[config.mk]
export PLATFORM = sky130hd
export DESIGN_NAME = sci_spi_counter_status
export DESIGN_NICKNAME = d
export VERILOG_FILES = /design/src/logic/sci_pkg.sv /design/src/logic/sci_sync2.sv /design/src/logic/sci_spi_counter_status.sv
export SDC_FILE = /design/constraint.sdc
export NUM_CORES = 1
export LEC_CHECK = 0
export BUFFER_PORTS_ARGS = -buffer_cell sky130_fd_sc_hd__clkbuf_2
export CAP_MARGIN = 10
export CORE_MARGIN = 8
export CORE_UTILIZATION = 35
export CTS_CLUSTER_SIZE = 10
export DETAILED_ROUTE_END_ITERATION = 8
export SETUP_SLACK_MARGIN = 0.2
export SLEW_MARGIN = 20
export SYNTH_ARGS = -nofsm -noshare
export SYNTH_HDL_FRONTEND = slang
export SYNTH_SLANG_ARGS = --single-unit
[constraint.sdc]
create_clock -name ref_clk_i -period 1.7 [get_ports ref_clk_i]
set_input_delay 0.51 -clock ref_clk_i [delete_from_list [all_inputs] [get_ports ref_clk_i]]
set_output_delay 0.51 -clock ref_clk_i [all_outputs]
set_load 0.02 [all_outputs]
[src/logic/sci_pkg.sv]
`default_nettype none
package sci_pkg;

  // register byte offsets on the apb bus
  localparam logic [7:0] OFF_FLAGS   = 8'h00;
  localparam logic [7:0] OFF_ENABLES = 8'h04;
  localparam logic [7:0] OFF_CNT_LO  = 8'h08;
  localparam logic [7:0] OFF_CNT_HI  = 8'h0C;
  localparam logic [7:0] OFF_WIDTH   = 8'h10;

  // implemented bit masks and reset values
  localparam logic [7:0] FLAG_MASK   = 8'hF6;
  localparam logic [7:0] RST_FLAGS   = 8'h00;
  localparam logic [7:0] RST_ENABLES = 8'h00;
  localparam logic [7:0] RST_CNT_LO  = 8'h00;
  localparam logic [2:0] RST_CNT_HI  = 3'h0;
  localparam logic [2:0] RST_WIDTH   = 3'h0;

  // field positions in the flag and enable registers
  localparam int unsigned POS_SHIFT_EMPTY = 7;
  localparam int unsigned POS_COUNT_ZERO  = 6;
  localparam int unsigned POS_SEL_START   = 5;
  localparam int unsigned POS_SEL_END     = 4;
  localparam int unsigned POS_RX_OVER     = 2;
  localparam int unsigned POS_TX_UNDER    = 1;

  // counter and word geometry
  localparam int unsigned CNT_W      = 14;
  localparam logic [2:0]  WIDTH_FULL = 3'h0;
  localparam logic [3:0]  BYTE_BITS  = 4'h8;

  // timing
  localparam int unsigned CLK_PERIOD_NS = 10;

  typedef struct packed {
    logic shifter_empty_flag;
    logic count_zero_flag;
    logic select_start_flag;
    logic select_end_flag;
    logic unused3;
    logic receive_overflow_flag;
    logic transmit_underflow_flag;
    logic unused0;
  } sci_evt_t;

  typedef struct packed {
    logic [2:0] high;
    logic [7:0] low;
    logic [2:0] width;
  } sci_count_regs_t;

  function automatic logic sci_hit(input logic [7:0] addr, input logic [7:0] off);
    sci_hit = (addr == off);
  endfunction : sci_hit

endpackage : sci_pkg
`default_nettype wire

[src/logic/sci_sync2.sv]
`timescale 1ns/1ps
`default_nettype none
module sci_sync2 #(
  parameter int unsigned WIDTH = 1
) (
  input  wire logic             clk_i,
  input  wire logic             rst_n_i,
  input  wire logic [WIDTH-1:0] d_i,
  output logic      [WIDTH-1:0] q_o
);
  logic [WIDTH-1:0] meta_q;
  logic [WIDTH-1:0] meta_d;
  logic [WIDTH-1:0] sync_q;
  logic [WIDTH-1:0] sync_d;

  always_comb
  begin
    meta_d = d_i;
    sync_d = meta_q;
  end

  always_ff @(posedge clk_i or negedge rst_n_i)
  begin
    if (!rst_n_i)
    begin
      meta_q <= '0;
      sync_q <= '0;
    end
    else
    begin
      meta_q <= meta_d;
      sync_q <= sync_d;
    end
  end

  assign q_o = sync_q;
endmodule : sci_sync2
`default_nettype wire

[src/logic/sci_spi_counter_status.sv]
// What this block does
// master: word done, idle shifter sets flag
// counter reaching zero sets count-zero flag
// select inactive-to-active sets start flag
// select active-to-inactive sets end flag
// slave: word done, rx full, required: overflow
// slave start, tx empty, required: underflow
// one enable bit per flag position
// bit mode: low register is bits 10-3
// word mode: low register is bits 7-0
// bit mode: high register is bits 13-11
// word mode: high register is bits 10-8
// bit mode: width field is bits 2-0
// word mode: width is word length, 0=8
// software avoids counter writes while busy
// flags hardware set, software read/write/clear
// unimplemented bits read as zero
// bit mode: total is width plus 8*count
// request when flag and enable both set
// count-zero only on step one to zero
// select flags in master and slave, override
// decrement per bit or word, hold zero
//
// The address map and the APB register port are this design's own decisions.
`timescale 1ns/1ps
`default_nettype none
module sci_spi_counter_status
  import sci_pkg::*;
#(
  parameter int unsigned ADDR_W = 8
) (
  input  wire logic              ref_clk_i,
  input  wire logic              rst_n_i,
  input  wire logic              psel_i,
  input  wire logic              penable_i,
  input  wire logic              pwrite_i,
  input  wire logic [ADDR_W-1:0] paddr_i,
  input  wire logic [31:0]       pwdata_i,
  input  wire logic [3:0]        pstrb_i,
  output logic      [31:0]       prdata_o,
  output logic                   pready_o,
  output logic                   pslverr_o,
  input  wire logic              master_mode_i,
  input  wire logic              length_mode_i,
  input  wire logic              select_active_low_i,
  input  wire logic              select_override_i,
  input  wire logic              clock_idle_high_i,
  input  wire logic              next_ready_i,
  input  wire logic              receive_buffer_full_i,
  input  wire logic              transmit_buffer_empty_i,
  input  wire logic              receive_space_required_i,
  input  wire logic              transmit_data_required_i,
  input  wire logic              sck_pin_i,
  input  wire logic              select_pin_i,
  output logic                   module_status_request_o,
  output logic      [CNT_W-1:0]  transfer_count_o
);

  logic       rst_n;
  logic [1:0] pins_s;
  logic       sck_s;
  logic       sel_pin_s;

  sci_sync2 #(.WIDTH(1)) u_rst_sync (
    .clk_i   (ref_clk_i),
    .rst_n_i (rst_n_i),
    .d_i     (1'b1),
    .q_o     (rst_n)
  );

  // raw reset: pin levels already real on exit, so no false select edge
  sci_sync2 #(.WIDTH(2)) u_pin_sync (
    .clk_i   (ref_clk_i),
    .rst_n_i (rst_n_i),
    .d_i     ({sck_pin_i, select_pin_i}),
    .q_o     (pins_s)
  );

  assign sck_s     = pins_s[1];
  assign sel_pin_s = pins_s[0];

  // link edge tracking
  logic       sck_q;
  logic       sck_d;
  logic       sel_q;
  logic       sel_d;
  logic [2:0] bit_idx_q;
  logic [2:0] bit_idx_d;
  logic       sel_act;
  logic       lead_edge;
  logic       trail_edge;
  logic       bit_evt;
  logic       word_done;
  logic       start_evt;
  logic       last_bit;
  logic [3:0] word_len;

  // counter state
  logic [CNT_W-1:0] cnt_q;
  logic [CNT_W-1:0] cnt_d;
  logic             mode_q;
  logic             mode_d;
  logic [CNT_W-1:0] cnt_src;
  logic             cnt_load;
  logic             cnt_dec;
  logic             zero_evt;

  // register file
  sci_evt_t        flags_q;
  sci_evt_t        flags_d;
  logic [7:0]      en_q;
  logic [7:0]      en_d;
  sci_count_regs_t cr_q;
  sci_count_regs_t cr_d;
  logic [31:0]     prdata_q;
  logic [31:0]     prdata_d;
  logic            pslverr_q;
  logic            pslverr_d;
  sci_evt_t        set_evt;
  logic            wr_en;
  logic [7:0]      addr8;
  logic            mapped;

  assign addr8 = 8'(paddr_i);
  assign wr_en = psel_i && penable_i && pwrite_i && pstrb_i[0];

  always_comb
  begin
    sel_act    = select_override_i || (select_active_low_i ? !sel_pin_s : sel_pin_s);
    sck_d      = (sck_s != clock_idle_high_i); // active level; reset is idle either way
    lead_edge  = !sck_q && sck_d;
    trail_edge = sck_q && !sck_d;
    bit_evt    = trail_edge && (master_mode_i || sel_act);
    if (length_mode_i && cr_q.width != WIDTH_FULL)
      word_len = {1'b0, cr_q.width};
    else
      word_len = BYTE_BITS;
    // bit mode: last word is cut short when the counter empties
    last_bit  = ({1'b0, bit_idx_q} == word_len - 4'h1)
                || (!length_mode_i && cnt_q == CNT_W'(1));
    word_done = bit_evt && last_bit;
    start_evt = lead_edge && !master_mode_i && sel_act && (bit_idx_q == 3'h0);
    sel_d     = sel_act;
    if (word_done || (sel_q && !sel_act && !master_mode_i))
      bit_idx_d = 3'h0;
    else if (bit_evt)
      bit_idx_d = bit_idx_q + 3'h1;
    else
      bit_idx_d = bit_idx_q;
  end

  always_ff @(posedge ref_clk_i or negedge rst_n)
  begin
    if (!rst_n)
    begin
      sck_q     <= 1'b0;
      sel_q     <= 1'b0;
      bit_idx_q <= 3'h0;
    end
    else
    begin
      sck_q     <= sck_d;
      sel_q     <= sel_d;
      bit_idx_q <= bit_idx_d;
    end
  end

  always_comb
  begin
    en_d   = en_q;
    cr_d   = cr_q;
    mapped = sci_hit(addr8, OFF_FLAGS) || sci_hit(addr8, OFF_ENABLES)
             || sci_hit(addr8, OFF_CNT_LO) || sci_hit(addr8, OFF_CNT_HI)
             || sci_hit(addr8, OFF_WIDTH);
    if (wr_en && sci_hit(addr8, OFF_ENABLES))
      en_d = pwdata_i[7:0] & FLAG_MASK;
    if (wr_en && sci_hit(addr8, OFF_CNT_LO))
      cr_d.low = pwdata_i[7:0];
    if (wr_en && sci_hit(addr8, OFF_CNT_HI))
      cr_d.high = pwdata_i[2:0];
    if (wr_en && sci_hit(addr8, OFF_WIDTH))
      cr_d.width = pwdata_i[2:0];
    // read data captured in the setup cycle so prdata comes from a flop
    prdata_d  = prdata_q;
    pslverr_d = pslverr_q;
    if (psel_i && !penable_i)
    begin
      pslverr_d = !mapped;
      prdata_d  = 32'h0000_0000;
      case (1'b1)
        sci_hit(addr8, OFF_FLAGS):   prdata_d[7:0] = flags_q & FLAG_MASK;
        sci_hit(addr8, OFF_ENABLES): prdata_d[7:0] = en_q;
        sci_hit(addr8, OFF_CNT_LO):  prdata_d[7:0] = cr_q.low;
        sci_hit(addr8, OFF_CNT_HI):  prdata_d[2:0] = cr_q.high;
        sci_hit(addr8, OFF_WIDTH):   prdata_d[2:0] = cr_q.width;
        default:                     prdata_d = 32'h0000_0000;
      endcase
    end
  end

  always_ff @(posedge ref_clk_i or negedge rst_n)
  begin
    if (!rst_n)
    begin
      en_q      <= RST_ENABLES;
      cr_q      <= {RST_CNT_HI, RST_CNT_LO, RST_WIDTH};
      prdata_q  <= 32'h0000_0000;
      pslverr_q <= 1'b0;
    end
    else
    begin
      en_q      <= en_d;
      cr_q      <= cr_d;
      prdata_q  <= prdata_d;
      pslverr_q <= pslverr_d;
    end
  end

  assign prdata_o  = prdata_q;
  assign pslverr_o = pslverr_q && psel_i && penable_i;
  assign pready_o  = psel_i && penable_i;

  // counter; a write while busy simply reloads, software must avoid it
  always_comb
  begin
    mode_d   = length_mode_i;
    if (mode_d)
      cnt_src = {3'h0, cr_d.high, cr_d.low};
    else
      cnt_src = {cr_d.high, cr_d.low, cr_d.width};
    cnt_load = (wr_en && (sci_hit(addr8, OFF_CNT_LO) || sci_hit(addr8, OFF_CNT_HI)
               || sci_hit(addr8, OFF_WIDTH))) || (mode_q != length_mode_i);
    cnt_dec  = (cnt_q != '0) && (length_mode_i ? word_done : bit_evt);
    zero_evt = cnt_dec && (cnt_q == CNT_W'(1)) && !cnt_load;
    if (cnt_load)
      cnt_d = cnt_src;
    else if (cnt_dec)
      cnt_d = cnt_q - CNT_W'(1);
    else
      cnt_d = cnt_q;
  end

  always_ff @(posedge ref_clk_i or negedge rst_n)
  begin
    if (!rst_n)
    begin
      cnt_q  <= '0;
      mode_q <= 1'b0;
    end
    else
    begin
      cnt_q  <= cnt_d;
      mode_q <= mode_d;
    end
  end

  assign transfer_count_o = cnt_q;

  // event flags: a hardware set in the same cycle as a clear wins
  always_comb
  begin
    set_evt                         = sci_evt_t'(8'h00);
    set_evt.shifter_empty_flag      = word_done && master_mode_i && !next_ready_i;
    set_evt.count_zero_flag         = zero_evt;
    set_evt.select_start_flag       = sel_act && !sel_q;
    set_evt.select_end_flag         = !sel_act && sel_q;
    set_evt.receive_overflow_flag   = word_done && !master_mode_i
                                      && receive_buffer_full_i && receive_space_required_i;
    set_evt.transmit_underflow_flag = start_evt && transmit_buffer_empty_i
                                      && transmit_data_required_i;
    flags_d = flags_q;
    if (wr_en && sci_hit(addr8, OFF_FLAGS))
      flags_d = sci_evt_t'(pwdata_i[7:0] & FLAG_MASK);
    flags_d = sci_evt_t'((flags_d | set_evt) & FLAG_MASK);
  end

  always_ff @(posedge ref_clk_i or negedge rst_n)
  begin
    if (!rst_n)
      flags_q <= sci_evt_t'(RST_FLAGS);
    else
      flags_q <= flags_d;
  end

  assign module_status_request_o = |(flags_q & en_q);

  a_shift_empty_set: assert property (@(posedge ref_clk_i) disable iff (!rst_n)
    (bit_evt && last_bit && master_mode_i && !next_ready_i) |=> flags_q.shifter_empty_flag)
    else $error("shifter empty flag not set");

  a_count_zero_set: assert property (@(posedge ref_clk_i) disable iff (!rst_n)
    (cnt_dec && cnt_q == CNT_W'(1) && !cnt_load) |=> (cnt_q == '0) && flags_q.count_zero_flag)
    else $error("count zero flag not set on step to zero");

  a_sel_start_set: assert property (@(posedge ref_clk_i) disable iff (!rst_n)
    $rose(sel_q) |-> flags_q.select_start_flag)
    else $error("select start flag missing");

  a_sel_end_set: assert property (@(posedge ref_clk_i) disable iff (!rst_n)
    $fell(sel_q) |-> flags_q.select_end_flag)
    else $error("select end flag missing");

  a_rx_over_set: assert property (@(posedge ref_clk_i) disable iff (!rst_n)
    (word_done && !master_mode_i && receive_buffer_full_i && receive_space_required_i)
    |=> flags_q.receive_overflow_flag)
    else $error("receive overflow flag missing");

  a_tx_under_set: assert property (@(posedge ref_clk_i) disable iff (!rst_n)
    (start_evt && transmit_buffer_empty_i && transmit_data_required_i)
    |=> flags_q.transmit_underflow_flag)
    else $error("transmit underflow flag missing");

  a_request_gate: assert property (@(posedge ref_clk_i) disable iff (!rst_n)
    (flags_q.count_zero_flag && en_q[POS_COUNT_ZERO]) |-> module_status_request_o)
    else $error("status request not raised");

  a_unimpl_zero: assert property (@(posedge ref_clk_i) disable iff (!rst_n)
    (psel_i && !penable_i && (sci_hit(addr8, OFF_CNT_HI) || sci_hit(addr8, OFF_WIDTH)))
    |=> prdata_o[31:3] == 29'h0000_0000)
    else $error("unimplemented bits not zero");

  a_count_hold: assert property (@(posedge ref_clk_i) disable iff (!rst_n)
    (cnt_q == '0 && !cnt_load) |=> cnt_q == '0)
    else $error("counter moved below zero");

  a_word_load: assert property (@(posedge ref_clk_i) disable iff (!rst_n)
    (cnt_load && length_mode_i) |=> cnt_q == {3'h0, cr_q.high, cr_q.low})
    else $error("word mode counter load wrong");

  a_bit_load: assert property (@(posedge ref_clk_i) disable iff (!rst_n)
    (cnt_load && !length_mode_i) |=> cnt_q == {cr_q.high, cr_q.low, cr_q.width})
    else $error("bit mode counter load wrong");

endmodule : sci_spi_counter_status
`default_nettype wire

* Yosys cells after proc, flatten, opt, wreduce, memory -nomap -nowiden
Cells that the tools add are included.
** Operators by class
- Mux-type cells :: 20
- Eq/ne operators :: 8
- Bitwise logic cells :: 2
- Reductions and logical operators :: 63
- Add/subtract/negate cells :: 3
** Operator list (number)
- $mux W14 :: 3
- $logic_and A1 B1 Y1 :: 34
- $mux W3 :: 9
- $eq A8 B4 Y1 const B :: 2
- $mux W8 :: 2
- $mux W5 :: 3
- $eq A14 B1 Y1 const B :: 1
- $reduce_bool A14 Y1 :: 1
- $sub A14 B1 Y14 const B :: 1
- $logic_not A1 Y1 :: 11
- $logic_or A1 B1 Y1 :: 11
- $and A8 B8 Y8 :: 1
- $eq A8 B3 Y1 const B :: 1
- $eq A8 B5 Y1 const B :: 1
- $logic_not A8 Y1 :: 1
- $or A8 B8 Y8 :: 1
- $reduce_or A8 Y1 :: 1
- $eq A3 B4 Y1 :: 1
- $mux W4 :: 1
- $reduce_bool A2 Y1 :: 2
- $sub A4 B1 Y4 const B :: 1
- $add A3 B1 Y3 const B :: 1
- $logic_not A3 Y1 :: 1
- $reduce_bool A3 Y1 :: 1
- other kinds (2) :: 4
** Storage, ports and cells
- Output and inout port bits :: 49
- Register bits after elaboration :: 61
- Word-level logic and storage cells :: 117

* Longest topological paths before layout
- Depth in word-level cells :: 12
- Gate-level depth with buffers :: 10
- Depth with buffers taken out :: 8

* Hierarchy
A second synthesis with hierarchy kept.
** Unflattened totals
- Cells, all modules :: 364
- Area, all modules :: 3688.5 um2
** By module, submodules not included
- sci_spi_counter_status :: area an instance 3538.4 um2, instances 1, cells each 358, sequential area each 1376.3 um2
- sci_sync2 at u_pin_sync :: area an instance 100.1 um2, instances 1, cells each 4, sequential area each 100.1 um2
- sci_sync2 at u_rst_sync :: area an instance 50.0 um2, instances 1, cells each 2, sequential area each 50.0 um2

* Worst setup path after synthesis
No wires, ideal clock.
- Path kind :: input-to-reg
- Start :: input length_mode_i
- End :: register cnt_q[3], in the netlist transfer_count_o[3]
- Path slack :: -1.387 ns
- Arrival :: 2.962 ns
- Data required time :: 1.575 ns
- Stages :: 10
- Cell sequence :: clkbuf_1 clkbuf_1 nand2_1 ha_1 xor3_1 o41a_4 a311o_1 nor2_1 xor2_1 mux2_2
** On the way
- Word-level cells in the longest chain between the ends :: 9
- Elaborated cells on any way between the ends :: 15
- Those cells by class :: add/sub (1); eq/ne (2); mux (4); reduce/logical (8)
** RTL lines
- start: declaration :: RTL line sci_spi_counter_status.sv:44 : input wire logic length_mode_i,
- $logic_and A1 B1 Y1 :: RTL line sci_spi_counter_status.sv:134 : if (length_mode_i && cr_q.width != WIDTH_FULL)
- $mux W4 :: RTL line sci_spi_counter_status.sv:134
- $sub A4 B1 Y4 :: RTL line sci_spi_counter_status.sv:139 : last_bit = ({1'b0, bit_idx_q} == word_len - 4'h1)
- $eq A3 B4 Y1 :: RTL line sci_spi_counter_status.sv:139
- $logic_or A1 B1 Y1 :: RTL line sci_spi_counter_status.sv:140 : || (!length_mode_i && cnt_q == CNT_W'(1));
- $logic_and A1 B1 Y1 :: RTL line sci_spi_counter_status.sv:141 : word_done = bit_evt && last_bit;
- $mux W1 :: RTL line sci_spi_counter_status.sv:233 : cnt_dec = (cnt_q != '0) && (length_mode_i ? word_done : bit_evt);
- $logic_and A1 B1 Y1 :: RTL line sci_spi_counter_status.sv:233
- $reduce_bool A2 Y1 (no source line)
- end signal: assignment :: RTL line sci_spi_counter_status.sv:252 : cnt_q <= cnt_d;
- end: declaration :: RTL line sci_spi_counter_status.sv:99 : logic [CNT_W-1:0] cnt_q;
Several ways; a longest one is shown, not always the timed one.
A chain may end at the register's enable or synchronous reset.

* Worst setup path in the final report
- Start :: register cr_q[1] (netlist bit)
- End :: register cnt_q[0], in the netlist transfer_count_o[0]
** On the way
- Word-level cells in the longest chain between the ends :: 10
** RTL lines
- start: declaration :: RTL line sci_spi_counter_status.sv:113 : sci_count_regs_t cr_q;
- start signal: assignment :: RTL line sci_spi_counter_status.sv:206 : cr_q <= {RST_CNT_HI, RST_CNT_LO, RST_WIDTH};
- start signal: assignment :: RTL line sci_spi_counter_status.sv:213 : cr_q <= cr_d;
- $reduce_bool A3 Y1 :: RTL line sci_spi_counter_status.sv:134
- $logic_and A1 B1 Y1 :: RTL line sci_spi_counter_status.sv:134
- $mux W4 * :: RTL line sci_spi_counter_status.sv:134
- $sub A4 B1 Y4 * :: RTL line sci_spi_counter_status.sv:139
- $eq A3 B4 Y1 * :: RTL line sci_spi_counter_status.sv:139
- $logic_or A1 B1 Y1 * :: RTL line sci_spi_counter_status.sv:140
- $logic_and A1 B1 Y1 * :: RTL line sci_spi_counter_status.sv:141
- $mux W1 * :: RTL line sci_spi_counter_status.sv:233
- $logic_and A1 B1 Y1 * :: RTL line sci_spi_counter_status.sv:233
- $reduce_bool A2 Y1 (no source line) *
Mark *: on every way between the ends. The rest lies on a longest branch, timed or not.

==> results.cfg <==
[place]
dp_hpwl_um = 7850
port-buffer-count = 58
dpl_cell_area_sq_um = 4720
place_inst = 628
gp_congestion = 0.854

[synth]
synthFlopType = dfrtp_1
synth_common_cells = 61 x dfrtp_1, 37 x nand2_1, 24 x buf_4, 24 x mux2i_1, 23 x nor2_1
yosysTopAreaCellShare_pct = 42.7
syn_avg_cell_area_sq_um = 10.0
ys_seq_area_share_pct = 42.7
yosysUniqueCellTypes = 65
ys_ff_latch = 61
synthArstFlopShare_pct = 100
synth_largest_area_cell = dfrtp_1
synth.cell_area_sq_um = 3570
ys_warn_count = 0
synthCells = 357
yosys-top-cells-area = dfrtp_1 43%, mux2i_1 6.7%, buf_4 5.0%, mux2_2 4.4%, nand2_1 3.9%
yosysMostFrequentCell = dfrtp_1
synth_edf_count = 0

[cts]
clk_pin_slew_ps = 80
cts.sinks = 61
tritoncts = built
cts_buffer_depth = 2
cts-buffers-inserted = 9
root_buffer = clkbuf_8
htreeDepth = 3
worstSkewPairLatency_ps = 350

[job]
max-cap-violations = 0

[timing]
fin_skew_ps = 10.1
holdWs_ps = 202
fin_crit_sh_pct = 135
setup_ws_ps = -596
timing.final.hold_violations = 0
fmax_ghz = 0.435
fin_crit_ps = 2300
finalSetupViolCount = 33
fin_tns_setup_ps = -10780
slew_viol_final = 0
grt_setup_unrepaired = true

[pwr]
leakage_nw = 2.74
power_density_nw_per_um2 = 777
ir_drop_mv = 0.373

[finish]
nets = 594
fin_cells = 669
drive_gt1_share_pct = 52.2
n_antenna_cell = 0
final_util_pct = 57.5
postLayoutCellArea_sq_um = 5830
syn2layout_area_growth_pct = 63.0

[drt]
drc = 0
routed_wl_um = 10800
via_per_inst = 4.89
num_vias = 3272
drt-pass1-iter-count = 5
ant_nets = 0
drt_iter0_markers = 125
drt-wirelength-per-cell_um = 16.1

[floorplanning]
die_h_um = 117
initial_utilization_pct = 35.3
io_pins = 110
die_area_sq_um = 13700
die_x_um = 117
core_sq_um = 10100
rows = 37

[grt]
grt_pass1_vias = 3388
grt_use_total_pct = 15.8
antenna_found_initial = 0
grt_max_degree = 40
grt_pass1_wl_um = 16900
grt_overflow_total = 0

[setup_path]
endpoint_kind = flop
cp.arrival_ps = 2510
start_kind = flop
worstPathRequired_ps = 1910
criticalPathCategory = reg -> reg
path_max_fanout = 5

[run_status]
violations = setup timing
run_status = finished with violations

[min_path]
hold_class = reg -> async
## worst paths after layout
kind / startpoint / endpoint / slack, ps / cells after the start
hold / removal: u_rst_sync.q_o$_DFF_PN0_ / sck_q$_DFF_PN0_ / 200 / 0
hold reg to reg: u_rst_sync.q_o$_DFF_PN0_ / sck_q$_DFF_PN0_ / 200 / 0
max in group asynchronous: u_rst_sync.q_o$_DFF_PN0_ / cr_q[5]$_DFF_PN0_ / 950 / 1
setup / recovery: cr_q[1]$_DFF_PN0_ / transfer_count_o[0]$_DFFE_PN0P_ / -600 / 9
min in group ref_clk_i: select_pin_i / u_pin_sync.meta_q[0]$_DFF_PN0_ / 270 / 1
setup reg to reg: cr_q[1]$_DFF_PN0_ / transfer_count_o[0]$_DFFE_PN0P_ / -600 / 9
## power by group
part / internal (mW) / leakage, nW / switching [mW]
clock: 0.726 / 0.0991 / 0.626
combinational: 0.764 / 1.85 / 0.736
sequential: 1.56 / 0.793 / 0.114
## cell type report
cell class,count,area (sq um)
fill,837,4310
multi-input combinational,265,2300
timing repair buffer,170,1540
sequential,61,1530
tap,136,170
clock buffer,10,138
inverter,21,78.8
clock inverter,6,71.3
## sequential cells by signal, summed over array words and instances (netlist names), 2 cells and up
register           cells
transfer_count_o      14
bit_idx_q              3
u_pin_sync.q_o         2
flags_q                6
cr_q                  14
prdata_o               8
u_pin_sync.meta_q      2
en_q                   6
## logic make-up (layout without fill, tap and decap cells)
family / Yosys count / count (layout) / share of synthesized area, %
fa+ha+maj: 5 / 5 / 1.75
mux: 39 / 39 / 11.4
other cells: 2 / 25 / 0.210
compound gates: 68 / 68 / 12.9
simple gates: 108 / 108 / 17.0
buf+inv: 54 / 207 / 8.64
flops: 61 / 61 / 42.7
xor+xnor: 20 / 20 / 5.32
## metrics by stage
stage	total power [mW]	setup slack [ps]
detailed placement	2.83	-793
global placement	2.81	-782
finish	4.53	-596
global route	4.76	-699
CTS	4.42	-600
floorplan	2.36	-850
## routing by layer
| metal | GRT usage, % | wire, um | part of all wire, % | vias up |
|---|---|---|---|---|
| met5 | 0 | 0 | 0 | - |
| met4 | 5.89 | 188 | 1.7 | 0 |
| met3 | 3.18 | 714 | 6.6 | 16 |
| met2 | 26.6 | 5370 | 50 | 102 |
| met1 | 19.7 | 4490 | 42 | 1585 |
| li1 | - | - | - | 1569 |
## critical path, cell delays in order, from the launching register on
cell      delay (ps)
dfrtp_1          440
nand2_4          100
ha_4             130
xor3_1           230
o41a_4           480
a311oi_4         360
buf_4            170
buf_6             90
xnor2_2           90
o21ai_1           70
## what timing repair did
item	in CTS	in global routing
endpoints found under the setup margin	64	66
hold endpoints to repair	6	0
resized for setup	97	72
hold buffers	1	0
buffers inserted	14	10
pin swaps	21	35
## layout by cell type, fill, tap and decap left out, drive strengths merged, types with 6 or more instances in the layout
cell type	count
nor2	24
dfrtp	61
conb	25
nor3	6
a21oi	17
mux2	15
nand2	37
nand3	9
xor2	9
inv	21
o21ai	19
mux2i	24
nor4	7
clkbuf	48
buf	131
xnor2	10
No activity file was read; power rests on OpenSTA's default activity.
